`src/hw/clk_ctrl_pkg.sv`:
```
// Constants and types of the clock select block.
// Assumes AXI4-Lite access with 32-bit data.
package clk_ctrl_pkg;

    // ------------------------------------------------------------
    // Register indices; byte address is four times the index
    // ------------------------------------------------------------
    localparam logic [5:0] IDX_DIVIDER = 6'h36;
    localparam logic [5:0] IDX_SETTINGS = 6'h37;
    localparam logic [5:0] IDX_TRIM = 6'h39;
    localparam logic [5:0] IDX_PROTECT = 6'h3C;
    localparam logic [5:0] IDX_STATUS = 6'h30;
    localparam int ADDR_W = 8;

    // ------------------------------------------------------------
    // Field values and reset values
    // ------------------------------------------------------------
    localparam logic [7:0] SIGNATURE = 8'hD8;
    localparam logic [2:0] UNLOCK_CYCLES = 3'h4;
    localparam logic [1:0] SRC_OSC8 = 2'h0;
    localparam logic [1:0] SRC_OSC128 = 2'h1;
    localparam logic [1:0] SRC_EXT = 2'h2;
    localparam logic [1:0] SRC_RESERVED = 2'h3;
    localparam logic [1:0] SRC_RESET = SRC_OSC8;
    localparam logic [3:0] DIV_RESET = 4'h3;
    localparam logic [3:0] DIV_MAX = 4'h8;
    localparam logic [1:0] RESP_OKAY = 2'h0;
    localparam logic [1:0] RESP_SLVERR = 2'h2;

    // ------------------------------------------------------------
    // Pin synchronisers
    // ------------------------------------------------------------
    localparam int NUM_PINS = 4;
    localparam int SYNC_STAGES = 3;
    localparam int PIN_OSC8 = 0;
    localparam int PIN_OSC128 = 1;
    localparam int PIN_EXT = 2;
    localparam int PIN_XINT = 3;

    // Source switch: follow or park low.
    typedef enum logic {SW_RUN = 1'b0, SW_PARK = 1'b1} switch_state_e;

endpackage : clk_ctrl_pkg

```
`src/hw/prescale_if.sv`:
```
// Selector to prescaler link.
// Assumes one bus clock.
`timescale 1ns/1ps
interface prescale_if;
    logic main_lvl;
    logic main_rise;
    logic [3:0] div_sel;
    logic sys_clk;
    logic sys_rise;
    logic [3:0] act_div;
    modport ctrl (output main_lvl, output main_rise, output div_sel,
                  input sys_clk, input sys_rise, input act_div);
    modport presc (input main_lvl, input main_rise, input div_sel,
                   output sys_clk, output sys_rise, output act_div);
endinterface : prescale_if

```
`src/hw/clock_select_top.sv`:
```
// Main clock source selector, protected settings and clock gates.
// Assumes pins are sampled on the bus clock.
//
// Notes on behaviour
// - Source code 00/01/10 picks 8M/128k/external.
// - All synchronous clocks come from main clock.
// - Source switch at run time without glitch.
// - Reset picks 8 MHz source, divide by 8.
// - Reset loads factory calibration into trim.
// - Watchdog clock always from 128 kHz oscillator.
// - Prescaler serves every source, clocks all but the watchdog.
// - Divider change never shortens any period.
// - Ripple counter count is hidden from software.
// - New rate active from the next system clock rise.
// - Core clock halts the core when stopped.
// - Peripheral clock gated; async interrupt still seen.
// - Memory controller clock gated with core clock.
// - Converter clock runs while others stop.
// - Sleep control can gate unused clock domains.
// - Divider codes 0..8 give 1..256, reset 3.
// - Protected writes only within four instruction cycles.
// - Only signature D8 unlocks protected registers.
//
// Design decisions made here: the AXI4-Lite interface to the registers and the register addresses.
`timescale 1ns/1ps
module clock_select_top (
    input wire logic aclk, // Bus clock, 200 MHz.
    input wire logic aresetn, // Synchronous reset, active low.
    input wire logic [clk_ctrl_pkg::ADDR_W-1:0] awaddr, // Write address.
    input wire logic awvalid, // Write address valid.
    output logic awready, // Write address ready.
    input wire logic [31:0] wdata, // Write data.
    input wire logic [3:0] wstrb, // Write byte strobes.
    input wire logic wvalid, // Write data valid.
    output logic wready, // Write data ready.
    output logic [1:0] bresp, // Write response.
    output logic bvalid, // Write response valid.
    input wire logic bready, // Write response ready.
    input wire logic [clk_ctrl_pkg::ADDR_W-1:0] araddr, // Read address.
    input wire logic arvalid, // Read address valid.
    output logic arready, // Read address ready.
    output logic [31:0] rdata, // Read data.
    output logic [1:0] rresp, // Read response.
    output logic rvalid, // Read data valid.
    input wire logic rready, // Read data ready.
    input wire logic osc8_in, // Fast oscillator.
    input wire logic osc128_in, // Slow oscillator.
    input wire logic external_clock_input, // External clock pin.
    input wire logic ext_int_pin, // Interrupt pin.
    input wire logic [7:0] factory_cal_byte, // Calibration byte.
    input wire logic core_stop, // Core halt.
    input wire logic io_stop, // Peripheral halt.
    input wire logic adc_stop, // Converter halt.
    output logic main_clock, // Selected main clock.
    output logic core_clock, // Core clock domain.
    output logic peripheral_clock, // Peripheral clock domain.
    output logic nonvolatile_ctrl_clock, // Memory controller clock.
    output logic converter_clock, // Converter clock domain.
    output logic watchdog_clock, // Watchdog clock.
    output logic [7:0] trim_out, // Trim value to the oscillator.
    output logic ext_int_level // Interrupt level.
);
    import clk_ctrl_pkg::*;

    // ------------------------------------------------------------
    // Pin synchronisers
    // ------------------------------------------------------------
    logic [NUM_PINS-1:0] pin_in;
    logic [SYNC_STAGES-1:0] sync_ff [NUM_PINS];
    logic [NUM_PINS-1:0] lvl_ff;

    assign pin_in = {ext_int_pin, external_clock_input, osc128_in, osc8_in};

    // Three flops; stages two and three must agree.
    genvar gi;
    generate
        for (gi = 0; gi < NUM_PINS; gi++)
        begin : g_sync
            logic nxt_lvl;
            always_comb
            begin
                nxt_lvl = (sync_ff[gi][1] == sync_ff[gi][2]) ? sync_ff[gi][2] : lvl_ff[gi];
            end
            always_ff @(posedge aclk)
            begin
                if (!aresetn)
                begin
                    sync_ff[gi] <= 3'h0;
                    lvl_ff[gi] <= 1'b0;
                end
                else
                begin
                    sync_ff[gi] <= {sync_ff[gi][1:0], pin_in[gi]};
                    lvl_ff[gi] <= nxt_lvl;
                end
            end
        end
    endgenerate

    // ------------------------------------------------------------
    // Bus slave state
    // ------------------------------------------------------------
    logic aw_hold_ff;
    logic nxt_aw_hold;
    logic w_hold_ff;
    logic nxt_w_hold;
    logic [5:0] widx_ff;
    logic [5:0] nxt_widx;
    logic [7:0] wbyte_ff;
    logic [7:0] nxt_wbyte;
    logic wlane_ff;
    logic nxt_wlane;
    logic awready_ff;
    logic nxt_awready;
    logic wready_ff;
    logic nxt_wready;
    logic bvalid_ff;
    logic nxt_bvalid;
    logic [1:0] bresp_ff;
    logic [1:0] nxt_bresp;
    logic arready_ff;
    logic nxt_arready;
    logic rvalid_ff;
    logic nxt_rvalid;
    logic [31:0] rdata_ff;
    logic [31:0] nxt_rdata;
    logic [1:0] rresp_ff;
    logic [1:0] nxt_rresp;
    logic do_write;
    logic [5:0] ridx;

    // ------------------------------------------------------------
    // Register and clock state
    // ------------------------------------------------------------
    logic [1:0] src_sel_ff;
    logic [1:0] nxt_src_sel;
    logic [3:0] div_sel_ff;
    logic [3:0] nxt_div_sel;
    logic [7:0] trim_ff;
    logic [7:0] nxt_trim;
    logic [2:0] unlock_ff;
    logic [2:0] nxt_unlock;
    switch_state_e sw_ff;
    switch_state_e nxt_sw;
    logic [1:0] cur_src_ff;
    logic [1:0] nxt_cur_src;
    logic [1:0] tgt_ff;
    logic [1:0] nxt_tgt;
    logic main_ff;
    logic nxt_main;
    logic main_rise_ff;
    logic nxt_main_rise;
    logic cur_lvl;
    logic tgt_lvl;
    logic core_gate_ff;
    logic nxt_core_gate;
    logic io_gate_ff;
    logic nxt_io_gate;
    logic adc_gate_ff;
    logic nxt_adc_gate;
    logic core_clk_ff;
    logic io_clk_ff;
    logic nvm_clk_ff;
    logic adc_clk_ff;
    logic wdt_clk_ff;

    prescale_if pif ();

    // Level of a source; code 11 yields none.
    function automatic logic src_level(input logic [1:0] src, input logic [NUM_PINS-1:0] lv);
        logic res;
        res = 1'b0;
        unique case (src)
            SRC_OSC8: res = lv[PIN_OSC8];
            SRC_OSC128: res = lv[PIN_OSC128];
            SRC_EXT: res = lv[PIN_EXT];
            SRC_RESERVED: res = 1'b0;
        endcase
        return res;
    endfunction : src_level

    // True where an index holds a register.
    function automatic logic mapped(input logic [5:0] idx);
        return (idx == IDX_DIVIDER) || (idx == IDX_SETTINGS) || (idx == IDX_TRIM)
            || (idx == IDX_PROTECT) || (idx == IDX_STATUS);
    endfunction : mapped

    // ------------------------------------------------------------
    // AXI4-Lite write and read channels
    // ------------------------------------------------------------
    // Address and data are held; the write runs once both are in.
    always_comb
    begin
        nxt_aw_hold = aw_hold_ff;
        nxt_w_hold = w_hold_ff;
        nxt_widx = widx_ff;
        nxt_wbyte = wbyte_ff;
        nxt_wlane = wlane_ff;
        nxt_bvalid = bvalid_ff;
        nxt_bresp = bresp_ff;
        do_write = 1'b0;
        if (awvalid && awready_ff)
        begin
            nxt_aw_hold = 1'b1;
            nxt_widx = awaddr[7:2];
        end
        if (wvalid && wready_ff)
        begin
            nxt_w_hold = 1'b1;
            nxt_wbyte = wdata[7:0];
            nxt_wlane = wstrb[0];
        end
        if (bvalid_ff && bready)
        begin
            nxt_bvalid = 1'b0;
        end
        if (aw_hold_ff && w_hold_ff && !bvalid_ff)
        begin
            do_write = 1'b1;
            nxt_aw_hold = 1'b0;
            nxt_w_hold = 1'b0;
            nxt_bvalid = 1'b1;
            nxt_bresp = mapped(widx_ff) ? RESP_OKAY : RESP_SLVERR;
        end
        nxt_awready = !nxt_aw_hold && !nxt_bvalid;
        nxt_wready = !nxt_w_hold && !nxt_bvalid;
    end

    // Read answer a cycle after the address.
    always_comb
    begin
        ridx = araddr[7:2];
        nxt_rvalid = rvalid_ff;
        nxt_rdata = rdata_ff;
        nxt_rresp = rresp_ff;
        if (rvalid_ff && rready)
        begin
            nxt_rvalid = 1'b0;
        end
        if (arvalid && arready_ff)
        begin
            nxt_rvalid = 1'b1;
            nxt_rresp = mapped(ridx) ? RESP_OKAY : RESP_SLVERR;
            nxt_rdata = 32'h0000_0000;
            unique case (1'b1)
                ridx == IDX_DIVIDER: nxt_rdata[3:0] = div_sel_ff;
                ridx == IDX_SETTINGS: nxt_rdata[1:0] = src_sel_ff;
                ridx == IDX_TRIM: nxt_rdata[7:0] = trim_ff;
                ridx == IDX_PROTECT: nxt_rdata[0] = (unlock_ff != 3'h0);
                ridx == IDX_STATUS: nxt_rdata[7:0] = {pif.act_div, 1'b0, sw_ff, cur_src_ff};
                default: nxt_rdata = 32'h0000_0000;
            endcase
        end
        nxt_arready = !nxt_rvalid;
    end

    // Registers of the bus slave.
    always_ff @(posedge aclk)
    begin
        if (!aresetn)
        begin
            aw_hold_ff <= 1'b0;
            w_hold_ff <= 1'b0;
            widx_ff <= 6'h00;
            wbyte_ff <= 8'h00;
            wlane_ff <= 1'b0;
            awready_ff <= 1'b0;
            wready_ff <= 1'b0;
            bvalid_ff <= 1'b0;
            bresp_ff <= RESP_OKAY;
            arready_ff <= 1'b0;
            rvalid_ff <= 1'b0;
            rdata_ff <= 32'h0000_0000;
            rresp_ff <= RESP_OKAY;
        end
        else
        begin
            aw_hold_ff <= nxt_aw_hold;
            w_hold_ff <= nxt_w_hold;
            widx_ff <= nxt_widx;
            wbyte_ff <= nxt_wbyte;
            wlane_ff <= nxt_wlane;
            awready_ff <= nxt_awready;
            wready_ff <= nxt_wready;
            bvalid_ff <= nxt_bvalid;
            bresp_ff <= nxt_bresp;
            arready_ff <= nxt_arready;
            rvalid_ff <= nxt_rvalid;
            rdata_ff <= nxt_rdata;
            rresp_ff <= nxt_rresp;
        end
    end

    // ------------------------------------------------------------
    // Protected settings and trim register
    // ------------------------------------------------------------
    // The window counts system clock rises as instruction cycles.
    always_comb
    begin
        nxt_src_sel = src_sel_ff;
        nxt_div_sel = div_sel_ff;
        nxt_trim = trim_ff;
        nxt_unlock = unlock_ff;
        if (pif.sys_rise && unlock_ff != 3'h0)
        begin
            nxt_unlock = unlock_ff - 3'h1;
        end
        if (do_write && wlane_ff)
        begin
            if (widx_ff == IDX_PROTECT && wbyte_ff == SIGNATURE)
            begin
                nxt_unlock = UNLOCK_CYCLES;
            end
            if (widx_ff == IDX_SETTINGS && unlock_ff != 3'h0 && wbyte_ff[1:0] != SRC_RESERVED)
            begin
                nxt_src_sel = wbyte_ff[1:0];
            end
            if (widx_ff == IDX_DIVIDER && unlock_ff != 3'h0 && wbyte_ff[3:0] <= DIV_MAX)
            begin
                nxt_div_sel = wbyte_ff[3:0];
            end
            if (widx_ff == IDX_TRIM)
            begin
                nxt_trim = wbyte_ff;
            end
        end
    end

    // Settings; trim takes the stored byte in reset.
    always_ff @(posedge aclk)
    begin
        if (!aresetn)
        begin
            src_sel_ff <= SRC_RESET;
            div_sel_ff <= DIV_RESET;
            trim_ff <= factory_cal_byte;
            unlock_ff <= 3'h0;
        end
        else
        begin
            src_sel_ff <= nxt_src_sel;
            div_sel_ff <= nxt_div_sel;
            trim_ff <= nxt_trim;
            unlock_ff <= nxt_unlock;
        end
    end

    // ------------------------------------------------------------
    // Glitch-free main clock source switch
    // ------------------------------------------------------------
    // Park low once the old source is low, then resume on the
    // new source while it is low, so no runt pulse appears.
    always_comb
    begin
        cur_lvl = src_level(cur_src_ff, lvl_ff);
        tgt_lvl = src_level(tgt_ff, lvl_ff);
        nxt_sw = sw_ff;
        nxt_cur_src = cur_src_ff;
        nxt_tgt = tgt_ff;
        nxt_main = main_ff;
        unique case (sw_ff)
            SW_RUN:
            begin
                nxt_main = cur_lvl;
                if (src_sel_ff != cur_src_ff && !cur_lvl && !main_ff)
                begin
                    nxt_sw = SW_PARK;
                    nxt_tgt = src_sel_ff;
                    nxt_main = 1'b0;
                end
            end
            SW_PARK:
            begin
                nxt_main = 1'b0;
                if (!tgt_lvl)
                begin
                    nxt_sw = SW_RUN;
                    nxt_cur_src = tgt_ff;
                end
            end
        endcase
        nxt_main_rise = nxt_main && !main_ff;
    end

    // Registers of the source switch.
    always_ff @(posedge aclk)
    begin
        if (!aresetn)
        begin
            sw_ff <= SW_RUN;
            cur_src_ff <= SRC_RESET;
            tgt_ff <= SRC_RESET;
            main_ff <= 1'b0;
            main_rise_ff <= 1'b0;
        end
        else
        begin
            sw_ff <= nxt_sw;
            cur_src_ff <= nxt_cur_src;
            tgt_ff <= nxt_tgt;
            main_ff <= nxt_main;
            main_rise_ff <= nxt_main_rise;
        end
    end

    // Prescaler fed from main clock only.
    assign pif.main_lvl = main_ff;
    assign pif.main_rise = main_rise_ff;
    assign pif.div_sel = div_sel_ff;

    sys_prescaler u_prescaler (
        .aclk(aclk),
        .aresetn(aresetn),
        .pif(pif.presc)
    );

    // ------------------------------------------------------------
    // Clock domain gates
    // ------------------------------------------------------------
    // Gates change only while the system clock is low.
    always_comb
    begin
        nxt_core_gate = pif.sys_clk ? core_gate_ff : !core_stop;
        nxt_io_gate = pif.sys_clk ? io_gate_ff : !io_stop;
        nxt_adc_gate = pif.sys_clk ? adc_gate_ff : !adc_stop;
    end

    // Gated domain clocks from the system clock.
    always_ff @(posedge aclk)
    begin
        if (!aresetn)
        begin
            core_gate_ff <= 1'b1;
            io_gate_ff <= 1'b1;
            adc_gate_ff <= 1'b1;
            core_clk_ff <= 1'b0;
            io_clk_ff <= 1'b0;
            nvm_clk_ff <= 1'b0;
            adc_clk_ff <= 1'b0;
            wdt_clk_ff <= 1'b0;
        end
        else
        begin
            core_gate_ff <= nxt_core_gate;
            io_gate_ff <= nxt_io_gate;
            adc_gate_ff <= nxt_adc_gate;
            core_clk_ff <= pif.sys_clk && core_gate_ff;
            io_clk_ff <= pif.sys_clk && io_gate_ff;
            nvm_clk_ff <= pif.sys_clk && core_gate_ff;
            adc_clk_ff <= pif.sys_clk && adc_gate_ff;
            wdt_clk_ff <= lvl_ff[PIN_OSC128];
        end
    end

    // ------------------------------------------------------------
    // Outputs
    // ------------------------------------------------------------
    // Every output is a flop.
    assign awready = awready_ff;
    assign wready = wready_ff;
    assign bvalid = bvalid_ff;
    assign bresp = bresp_ff;
    assign arready = arready_ff;
    assign rvalid = rvalid_ff;
    assign rdata = rdata_ff;
    assign rresp = rresp_ff;
    assign main_clock = main_ff;
    assign core_clock = core_clk_ff;
    assign peripheral_clock = io_clk_ff;
    assign nonvolatile_ctrl_clock = nvm_clk_ff;
    assign converter_clock = adc_clk_ff;
    assign watchdog_clock = wdt_clk_ff;
    assign trim_out = trim_ff;
    assign ext_int_level = lvl_ff[PIN_XINT];

endmodule : clock_select_top

```
`src/hw/sys_prescaler.sv`:
```
// System clock prescaler.
// Assumes main clock events as bus-clock flops.
`timescale 1ns/1ps
module sys_prescaler (
    input wire logic aclk, // Bus clock.
    input wire logic aresetn, // Synchronous reset, active low.
    prescale_if.presc pif // Main clock in, system clock out.
);
    import clk_ctrl_pkg::*;

    logic [3:0] act_ff;
    logic [3:0] nxt_act;
    logic [7:0] cnt_ff;
    logic [7:0] nxt_cnt;
    logic sys_ff;
    logic nxt_sys;
    logic rise_ff;
    logic nxt_rise;
    logic [7:0] half_len;

    // ------------------------------------------------------------
    // Edge counter and divisor take-over
    // ------------------------------------------------------------
    // The count is hidden from software.
    always_comb
    begin
        half_len = (act_ff == 4'h0) ? 8'h01 : 8'(9'h001 << (act_ff - 4'h1));
        nxt_act = act_ff;
        nxt_cnt = cnt_ff;
        nxt_sys = sys_ff;
        nxt_rise = 1'b0;
        if (act_ff == 4'h0)
        begin
            if (pif.main_rise)
            begin
                nxt_sys = 1'b1;
                nxt_rise = 1'b1;
            end
            else if (!pif.main_lvl)
            begin
                nxt_sys = 1'b0;
            end
        end
        else if (pif.main_rise)
        begin
            if (cnt_ff + 8'h01 >= half_len)
            begin
                nxt_cnt = 8'h00;
                nxt_sys = ~sys_ff;
                nxt_rise = ~sys_ff;
            end
            else
            begin
                nxt_cnt = cnt_ff + 8'h01;
            end
        end
        // A new divisor starts at a rise, so no period is cut.
        if (nxt_rise)
        begin
            nxt_act = pif.div_sel;
            nxt_cnt = 8'h00;
        end
    end

    // Registers of the prescaler.
    always_ff @(posedge aclk)
    begin
        if (!aresetn)
        begin
            act_ff <= DIV_RESET;
            cnt_ff <= 8'h00;
            sys_ff <= 1'b0;
            rise_ff <= 1'b0;
        end
        else
        begin
            act_ff <= nxt_act;
            cnt_ff <= nxt_cnt;
            sys_ff <= nxt_sys;
            rise_ff <= nxt_rise;
        end
    end

    // Outputs to the selector.
    assign pif.sys_clk = sys_ff;
    assign pif.sys_rise = rise_ff;
    assign pif.act_div = act_ff;

endmodule : sys_prescaler

```
`config.mk`:
```
export PLATFORM = sky130hd
export DESIGN_NAME = clock_select_top
export DESIGN_NICKNAME = d
export VERILOG_FILES = /design/src/hw/clk_ctrl_pkg.sv /design/src/hw/prescale_if.sv /design/src/hw/clock_select_top.sv /design/src/hw/sys_prescaler.sv
export SDC_FILE = /design/constraint.sdc
export NUM_CORES = 1
export LEC_CHECK = 0
export BUFFER_PORTS_ARGS = -buffer_cell sky130_fd_sc_hd__buf_2
export CAP_MARGIN = 25
export CORE_MARGIN = 4
export CORE_UTILIZATION = 55
export DETAILED_ROUTE_END_ITERATION = 7
export GPL_TIMING_DRIVEN = 0
export HOLD_SLACK_MARGIN = 0.05
export PLACE_DENSITY_LB_ADDON = 0.12
export SYNTH_ARGS = -nofsm -noshare
export SYNTH_HDL_FRONTEND = slang
export SYNTH_SLANG_ARGS = --single-unit
```
`constraint.sdc`:
```
create_clock -name aclk -period 8.25 [get_ports aclk]
set_input_delay 0.825 -clock aclk [delete_from_list [all_inputs] [get_ports aclk]]
set_output_delay 0.825 -clock aclk [all_outputs]
set_load 0.05 [all_outputs]
```
[Word level (Yosys, flattened, before mapping)]
Memories as Yosys holds them, arrays and structs flattened.
Cells that the tools add are included.
Word-level totals
  flip-flop bits (word level): 83
  bits in writable memories: 12
  bits of input ports: 74
  output and inout bits: 56
  word-level logic and storage cells: 178
  memories: 1
Memory list
  sync_ff: words 4, width 3, read ports 4, clocked after Yosys merged registers in 0, write ports 4, RTL line clock_select_top.sv:69  | logic [SYNC_STAGES-1:0] sync_ff [NUM_PINS];
Cells by class
  add/subtract/negate cells: 3
  order comparisons: 2
  eq/ne operators: 26
  shift operators: 1
  multiplexer cells: 45
  bitwise gates (word level): 9
  reductions and logical operators: 54
Operators by type and width (count)
  $eq 6x6->1 const B: 10
  $mux 8: 5
  $mux 1: 23
  $logic_and 1x1->1: 22
  $mux 3: 7
  $pmux 1 s4: 3
  $reduce_and 2->1: 6
  $logic_not 1->1: 10
  $add 8x1->8 const B: 1
  $eq 2x2->1 const B: 4
  $eq 8x8->1 const B: 1
  $ge 8x8->1: 1
  $logic_or 1x1->1: 8
  $pmux 4 s2: 1
  $shl 1x4->8 const A: 1
  $ne 2x1->1 const B: 3
  $pmux 2 s3: 1
  $not 1->1: 5
  $pmux 1 s5: 1
  $eq 1x1->1: 4
  $eq 2x1->1 const B: 2
  $le 4x4->1 const B: 1
  $logic_not 2->1: 2
  $logic_not 4->1: 1
  other kinds (11): 17

[Depth between registers and ports, before layout]
Gate-level depths: netlist of the first run.
  word-level depth: 8
  gate-level depth with buffers: 12
  mapped depth without buffers: 11

[Cells and area by module]
Synthesis of the first run repeated with hierarchy kept, for this count alone.
Second synthesis, totals
  cells, all modules: 476
  area, all modules: 4332.9 um2
Modules (own cells, without submodules)
  clock_select_top: times used 1, cells each 362, area each 3393.3 um2, sequential area each 1661.6 um2
  sys_prescaler: times used 1, cells each 114, area each 939.7 um2, sequential area each 280.3 um2

[Least setup slack after synthesis of the first run]
Ideal clock, no wire load.
  path type: register to register
  start point: register u_prescaler.cnt_ff[2]
  end point: register u_prescaler.sys_ff (netlist: u_prescaler.pif.sys_clk)
  library setup time: 118 ps
  arrival time: 2612 ps
  required time: 8132 ps
  slack: 5520 ps
  cell stages (with the launch flop): 13
  path buffers: 1
  period minus slack after synthesis: 2730 ps
  cells stage by stage: dfxtp_1 > and3_2 > and3_2 > and3_1 > xnor2_1 > inv_1 > ha_1 > and3_4 > a221oi_1 > and2_1 > buf_6 > a21oi_1 > o2111a_1
Between the ends
  longest elaborated chain between the ends: 4
Ends and longest elaborated chain
  start, declared: RTL line sys_prescaler.sv:13  | logic [7:0] cnt_ff;
  start signal, assigned: RTL line sys_prescaler.sv:78  | cnt_ff <= nxt_cnt;
  $add 8x1->8: RTL line sys_prescaler.sv:46  | if (cnt_ff + 8'h01 >= half_len)
  $ge 8x8->1: RTL line sys_prescaler.sv:46
  $reduce_bool 2->1 (no source line)
  $reduce_and 3->1 (no source line)
  end signal, assigned: RTL line sys_prescaler.sv:79  | sys_ff <= nxt_sys;
  end, declared: RTL line sys_prescaler.sv:15  | logic sys_ff;
Every way passes these cells.
A chain may end at the register's enable or synchronous reset.

[Worst setup path after layout of the first run]
Same ends and word-level chain as after synthesis.

==> metrics.yaml, run 1 <==
reg2reg_depth: 12
p_per_area_nw_per_um2: 186
cts_tree: "done"
ant_nets: 0
numPortBuffers: 69
clock-sinks: 93
postCtsSetupBuffers: 0
async_flop_share_pct: 0
p_leak_uw: 0.00220
die_width_um: 96.9
detail_route.vias_per_cell: 5.22
setup-tns-final_ps: 0
synth_top_area_share_pct: 39.1
rsz0062_at_grt: "false"
drive_above_1_share_pct: 24.8
worst-setup-path-type: "flop to flop"
period_share_pct: 36.6
hold_violations: 0
dp_slack_ps: 5220
wirelength_um: 9610
critPathMaxFanout: 10
syn_area_per_cell_sq_um: 9.26
regToRegEndpoint: "u_prescaler.pif.sys_clk"
via_count: 3560
path_clk_slew_ps: 90
drt_iter0_drc: 123
status: "finished, final reports clean"
antenna_found_initial: 0
yosysTopAreaCell: "dfxtp_1"
pin_count: 130
ys_types: 59
cts_buffers: 9
globalRouteTotalUtil_pct: 20.6
grt_max_degree: 17
cts.path.max_buffers: 2
n_antenna_cell: 0
drtPass1Iterations: 4
netlist_area_sq_um: 4350
synth_edf_count: 8
ys_ff_latch: 93
gp_congestion: 0.858
nets: 660
first_global_vias: 3394
nFillCells: 668
yosys-top-cells-count: "dfxtp_1, nand2_1, a21oi_1, nor2_1, buf_4"
end_kind: "flop"
grt_pass1_wl_um: 16000
hold_end: "sync_ff[2][1]"
r2r-start: "u_prescaler.cnt_ff[2]"
clockRootBuffer: "clkbuf_8"
ys_seq_area_share_pct: 44.6
routedWlPerCell_um: 14.1
yosysMostFrequentCell: "dfxtp_1"
rows: 32
start_util_pct: 56.3
synth_ff_type: "dfxtp_1"
period_needed_ps: 3020
worstPathArrival_ps: 3260
setup_ws_ps: 5230
drc: 0
rrSetupSlack_ps: 5230
cts_hold_buffers: 0
syn_to_final_growth_pct: 18.7
cts_resized: 0
cp.required_ps: 8490
cp-start-kind: "flop"
htree_levels: 3
insertion_delay_ps: 350
setup_viol: 0
netlist_instances: 470
overflow: 0
tightest_slew_ps: 929
fin_skew_ps: 8.42
maxCapViolCount: 0
fmaxAchievable_ghz: 0.331
ir_worst_vdd_mv: 0.115
die-area_sq_um: 9400
hold_path_depth: 1
hold_path.startpoint: "sync_ff[2][0]"
core_sq_um: 7730
hold_class: "flop to flop"
dieHeight_um: 96.9
slew_headroom_pct: 37.4
yosysWarningCount: 0
place_hpwl_um: 7300
slew_violations: 0
synthTopCellsByArea: "dfxtp_1, nand2_1, edfxtp_1"
==> cells by family (layout without fill, tap and decap cells) <==
family / Yosys count / in the layout / share of synthesized area (%)
AOI/OAI and AO/OA: 79 / 79 / 13.3
xor gates and xnor gates: 11 / 11 / 2.21
adders and majority gates: 11 / 11 / 3.16
buffers and inverters: 61 / 146 / 8.20
DFF: 93 / 93 / 44.6
muxes: 24 / 24 / 5.75
other: 1 / 26 / 0.0862
and+or+nand+nor: 190 / 190 / 22.7
==> sequential cells by signal (all words and copies together), names as in the netlist, 2 cells and up <==
| signal | cells |
|---|---|
| tgt_ff | 2 |
| unlock_ff | 3 |
| widx_ff | 6 |
| lvl_ff | 3 |
| div_sel_ff | 4 |
| u_prescaler.pif.act_div | 4 |
| sync_ff | 12 |
| trim_out | 8 |
| src_sel_ff | 2 |
| cur_src_ff | 2 |
| wbyte_ff | 8 |
| rdata | 8 |
| u_prescaler.cnt_ff | 8 |
==> power breakdown <==
| part | internal [uW] | switching [uW] |
|---|---|---|
| Sequential | 471 | 10.4 |
| Clock | 191 | 164 |
| Combinational | 36.8 | 87.5 |
| Total | 699 | 262 |
==> worst max path at each step <==
stage | from | end | slack [ps] | cells past startpoint
after floorplan | u_prescaler.cnt_ff[2] | u_prescaler.pif.sys_clk | 5520 | 12
after global placement | u_prescaler.cnt_ff[2] | u_prescaler.cnt_ff[7] | 5280 | 12
after detailed placement | u_prescaler.cnt_ff[2] | u_prescaler.pif.sys_clk | 5220 | 12
after CTS | u_prescaler.cnt_ff[2] | u_prescaler.pif.sys_clk | 5200 | 12
after global routing | u_prescaler.cnt_ff[2] | u_prescaler.pif.sys_rise | 4990 | 12
final | u_prescaler.cnt_ff[2] | u_prescaler.pif.sys_clk | 5230 | 12
==> metal layers <==
| layer | vias up | routed length (um) | global-route usage (%) |
|---|---|---|---|
| met5 | - | 0 | 0 |
| met3 | 13 | 573 | 4.47 |
| met2 | 109 | 4460 | 33.5 |
| li1 | 1801 | - | - |
| met1 | 1637 | 4400 | 26.9 |
| met4 | 0 | 173 | 7.45 |
==> critical path, cell delays in order, from the launching register on <==
cell,delay (ps)
dfxtp_1,370
and3_2,260
and3_2,250
and3_1,190
xnor2_1,210
inv_1,70
ha_1,310
and3_4,190
a221oi_1,400
and2_1,210
buf_6,150
a21oi_1,70
o2111a_1,240
==> cells in the final DEF, fill, tap and decap left out, drive strengths merged, types with 2 or more instances in the layout <==
cell    count
a211oi      3
a21o        2
a21oi      31
a221oi      9
a31oi       2
and2       17
and3       10
buf       102
bufinv      2
clkbuf     24
conb       26
dfxtp      85
edfxtp      8
ha         11
inv        17
mux2        8
mux2i      16
nand2      69
nand2b      4
nand3      17
nand3b      4
nand4       3
nand4b      3
nor2       31
nor2b       7
nor3       12
nor3b       3
nor4        3
nor4b       2
o21ai      12
o221ai      4
o22ai       4
or3         3
xnor2       5
xor2        6
==> final cells by class <==
type                            instances  area [sq um]  area share, %
Multi-Input combinational cell        341          2150           41.7
Sequential cell                        93          1940           37.6
Timing Repair Buffer                   69           345           6.69
Buffer                                 47           304           5.89
Clock buffer                           10           149           2.88
Tap cell                              102           128           2.47
Clock inverter                          6          88.8           1.72
Inverter                               14          52.6           1.02
==> stage by stage <==
stage                     hold WS (ps)  instance area, sq um  cells  util, %  power [uW]
after floorplan                    412                  4440    495        -         585
after global placement             414                  4920    666     63.6         613
after detailed placement           422                  4920    666     63.7         615
after CTS                          445                  5160    682     66.8         967
after global routing               453                  5160    682     66.8         995
final                              439                  5160    682     66.8         961
Power figures use the tool's default switching activity.
==> run 2, diff against run 1 <==
--- a/config.mk
+++ b/config.mk
@@ -8,7 +8,7 @@
 export BUFFER_PORTS_ARGS = -buffer_cell sky130_fd_sc_hd__buf_2
 export CAP_MARGIN = 25
 export CORE_MARGIN = 4
-export CORE_UTILIZATION = 55
+export CORE_UTILIZATION = 52
 export DETAILED_ROUTE_END_ITERATION = 7
 export GPL_TIMING_DRIVEN = 0
 export HOLD_SLACK_MARGIN = 0.05
==> constraint.sdc (replaced) <==
create_clock -name aclk -period 3 [get_ports aclk]
set_input_delay 0.3 -clock aclk [delete_from_list [all_inputs] [get_ports aclk]]
set_output_delay 0.3 -clock aclk [all_outputs]
set_load 0.05 [all_outputs]
==> run 2 against run 1 <==
Effect of this change:
- flip-flop and latch count unchanged
- worst setup slack got worse by 5200 ps
- cell count increased by 0.73%
- maximum frequency increased by 3.0%
- global-route usage decreased by 1.2 points
- first-iteration DRC count increased by 12%
- power increased to 2.6 times the previous value
- combinational power increased to 2.8 times the previous value
- die area increased by 5.3%
- clock power increased by 140%
==> metrics.yaml, run 2 (same netlist as run 1, synthesis figures left out) <==
clock-sinks: 93  # unchanged
first_global_vias: 3261  # -3.9%
syn_to_final_growth_pct: 19.2
fmaxAchievable_ghz: 0.341  # +3.0%
slew_violations: 0  # unchanged
wirelength_um: 9590  # -0.16%
slew_headroom_pct: 55.9  # +19 points
rsz0062_at_grt: "true"
n_antenna_cell: 0  # unchanged
via_count: 3563  # +0.084%
fin_skew_ps: 7.32  # -1.10 ps
cp.required_ps: 3290  # -5200 ps
cts.path.max_buffers: 2  # unchanged
hold_violations: 0  # unchanged
overflow: 0  # unchanged
drive_above_1_share_pct: 26.1  # +1.3 points
nets: 662  # +0.30%
utilization_pct: 63.4  # -3.4 points
finalInstanceArea_sq_um: 5180  # +0.44%
dieHeight_um: 99.5  # +2.6%
period_share_pct: 97.8  # +61 points
ir_worst_vdd_mv: 0.283  # +150%
grt_pass1_wl_um: 15400  # -3.7%
regMostFlops: "sync_ff"
gp_congestion: 0.848  # -1.2%
drtPass1Iterations: 4  # unchanged
cts_tree: "done"
p_per_area_nw_per_um2: 483  # +160%
drt_iter0_drc: 138  # +12%
hold_slack_ps: 145  # -294 ps
multiInputGateArea_sq_um: 2190  # +1.9%
routedWlPerCell_um: 14.0  # -0.88%
seq_area_sq_um: 1940  # +0.13%
cts_buffers: 9  # unchanged
die-area_sq_um: 9890  # +5.3%
grt_max_degree: 17  # unchanged
mostFrequentLayoutCell: "dfxtp_1"
status: "finished, final reports clean"
core_sq_um: 8180  # +5.8%
htree_levels: 3  # unchanged
ant_nets: 0  # unchanged
start_util_pct: 53.2  # -3.1 points
antenna_found_initial: 0  # unchanged
largest_reg_flops: 12  # unchanged
critPathMaxFanout: 10  # unchanged
p_leak_uw: 0.00219  # -0.44%
cts_hold_buffers: 0  # unchanged
insertion_delay_ps: 350  # about the same
nFillCells: 710  # +6.3%
setup_viol: 0  # unchanged
placed_area_sq_um: 4940  # +0.23%
end_kind: "flop"
worst-setup-path-type: "flop to flop"
maxCapViolCount: 0  # unchanged
mostFrequentLayoutCells: "dfxtp_1, buf_2, nand2_1, a21oi_1, buf_4"
drc: 0  # unchanged
numPortBuffers: 69  # unchanged
worstPathArrival_ps: 3220  # -40 ps
period_needed_ps: 2930  # -88.2 ps
p_total_uw: 2510  # +160%
pin_count: 130  # unchanged
tightest_slew_ps: 656  # -274 ps
globalRouteTotalUtil_pct: 19.3  # -1.2 points
place_hpwl_um: 7230  # -0.91%
path_clk_slew_ps: 100  # about the same
clockRootBuffer: "clkbuf_8"
rows: 33  # +3.1%
hold_class: "input port to flop"
detail_route.vias_per_cell: 5.19  # -0.64%
cp-start-kind: "flop"
die_width_um: 99.5  # +2.6%
[run 2: final cells by class]
class	instances	share of cell area, %
inverter	14	1.01
sequential	93	37.5
buffer	47	5.86
clock buffer	9	2.39
tap	105	2.53
timing repair buffer	71	6.95
clock inverter	7	1.45
multi-input combinational	341	42.3
[run 2: path summary, 6_finish.rpt]
check | slack (ps) | from | end | cells past startpoint
hold / removal | 150 | ext_int_pin | sync_ff[3][0] | 2
setup / recovery | 70 | u_prescaler.cnt_ff[2] | u_prescaler.pif.act_div[3] | 12
hold reg to reg | 440 | sync_ff[0][0] | sync_ff[0][1] | 1
setup reg to reg | 70 | u_prescaler.cnt_ff[2] | u_prescaler.pif.act_div[3] | 12
[run 2: where the power goes]
| group | internal, uW | leakage, uW | switching [uW] |
|---|---|---|---|
| Combinational | 102 | 0.00132 | 242 |
| Clock | 388 | 0.0000918 | 450 |
| Sequential | 1290 | 0.000774 | 29.1 |
[run 2: through the flow]
stage	std cells	TNS [ps]	setup slack, ps
4_1_cts	686	0	5.05
3_3_place_gp	669	-20.9	-13.4
3_5_place_dp	670	-14.8	-10.5
6_report	687	0	66.9
5_1_grt	687	-262	-67.5
2_1_floorplan	495	0	270
[run 2: metal layers]
metal  GRT usage (%)  up-vias  share of wire (%)
met5               0        -                  0
met4            6.72        0                1.3
met3            3.30       12                5.1
met2            31.4       99                 46
met1            26.1     1647                 48
li1                -     1805                  -
[run 2: timing repair]
item / 4_1_cts / 5_1_grt
resized for setup: 1 / 6
pin swaps: 0 / 3
setup buffers: 0 / 2
endpoints found under the setup margin: 7 / 14
[run 2: critical path: stages, from the launching register on]
cell	delay [ps]
dfxtp_2	360
and3_2	240
and3_2	250
and3_1	210
xnor2_2	190
inv_1	100
ha_4	280
and3_4	220
a221oi_4	80
and2_4	140
buf_6	140
a221oi_4	430
mux2i_1	220
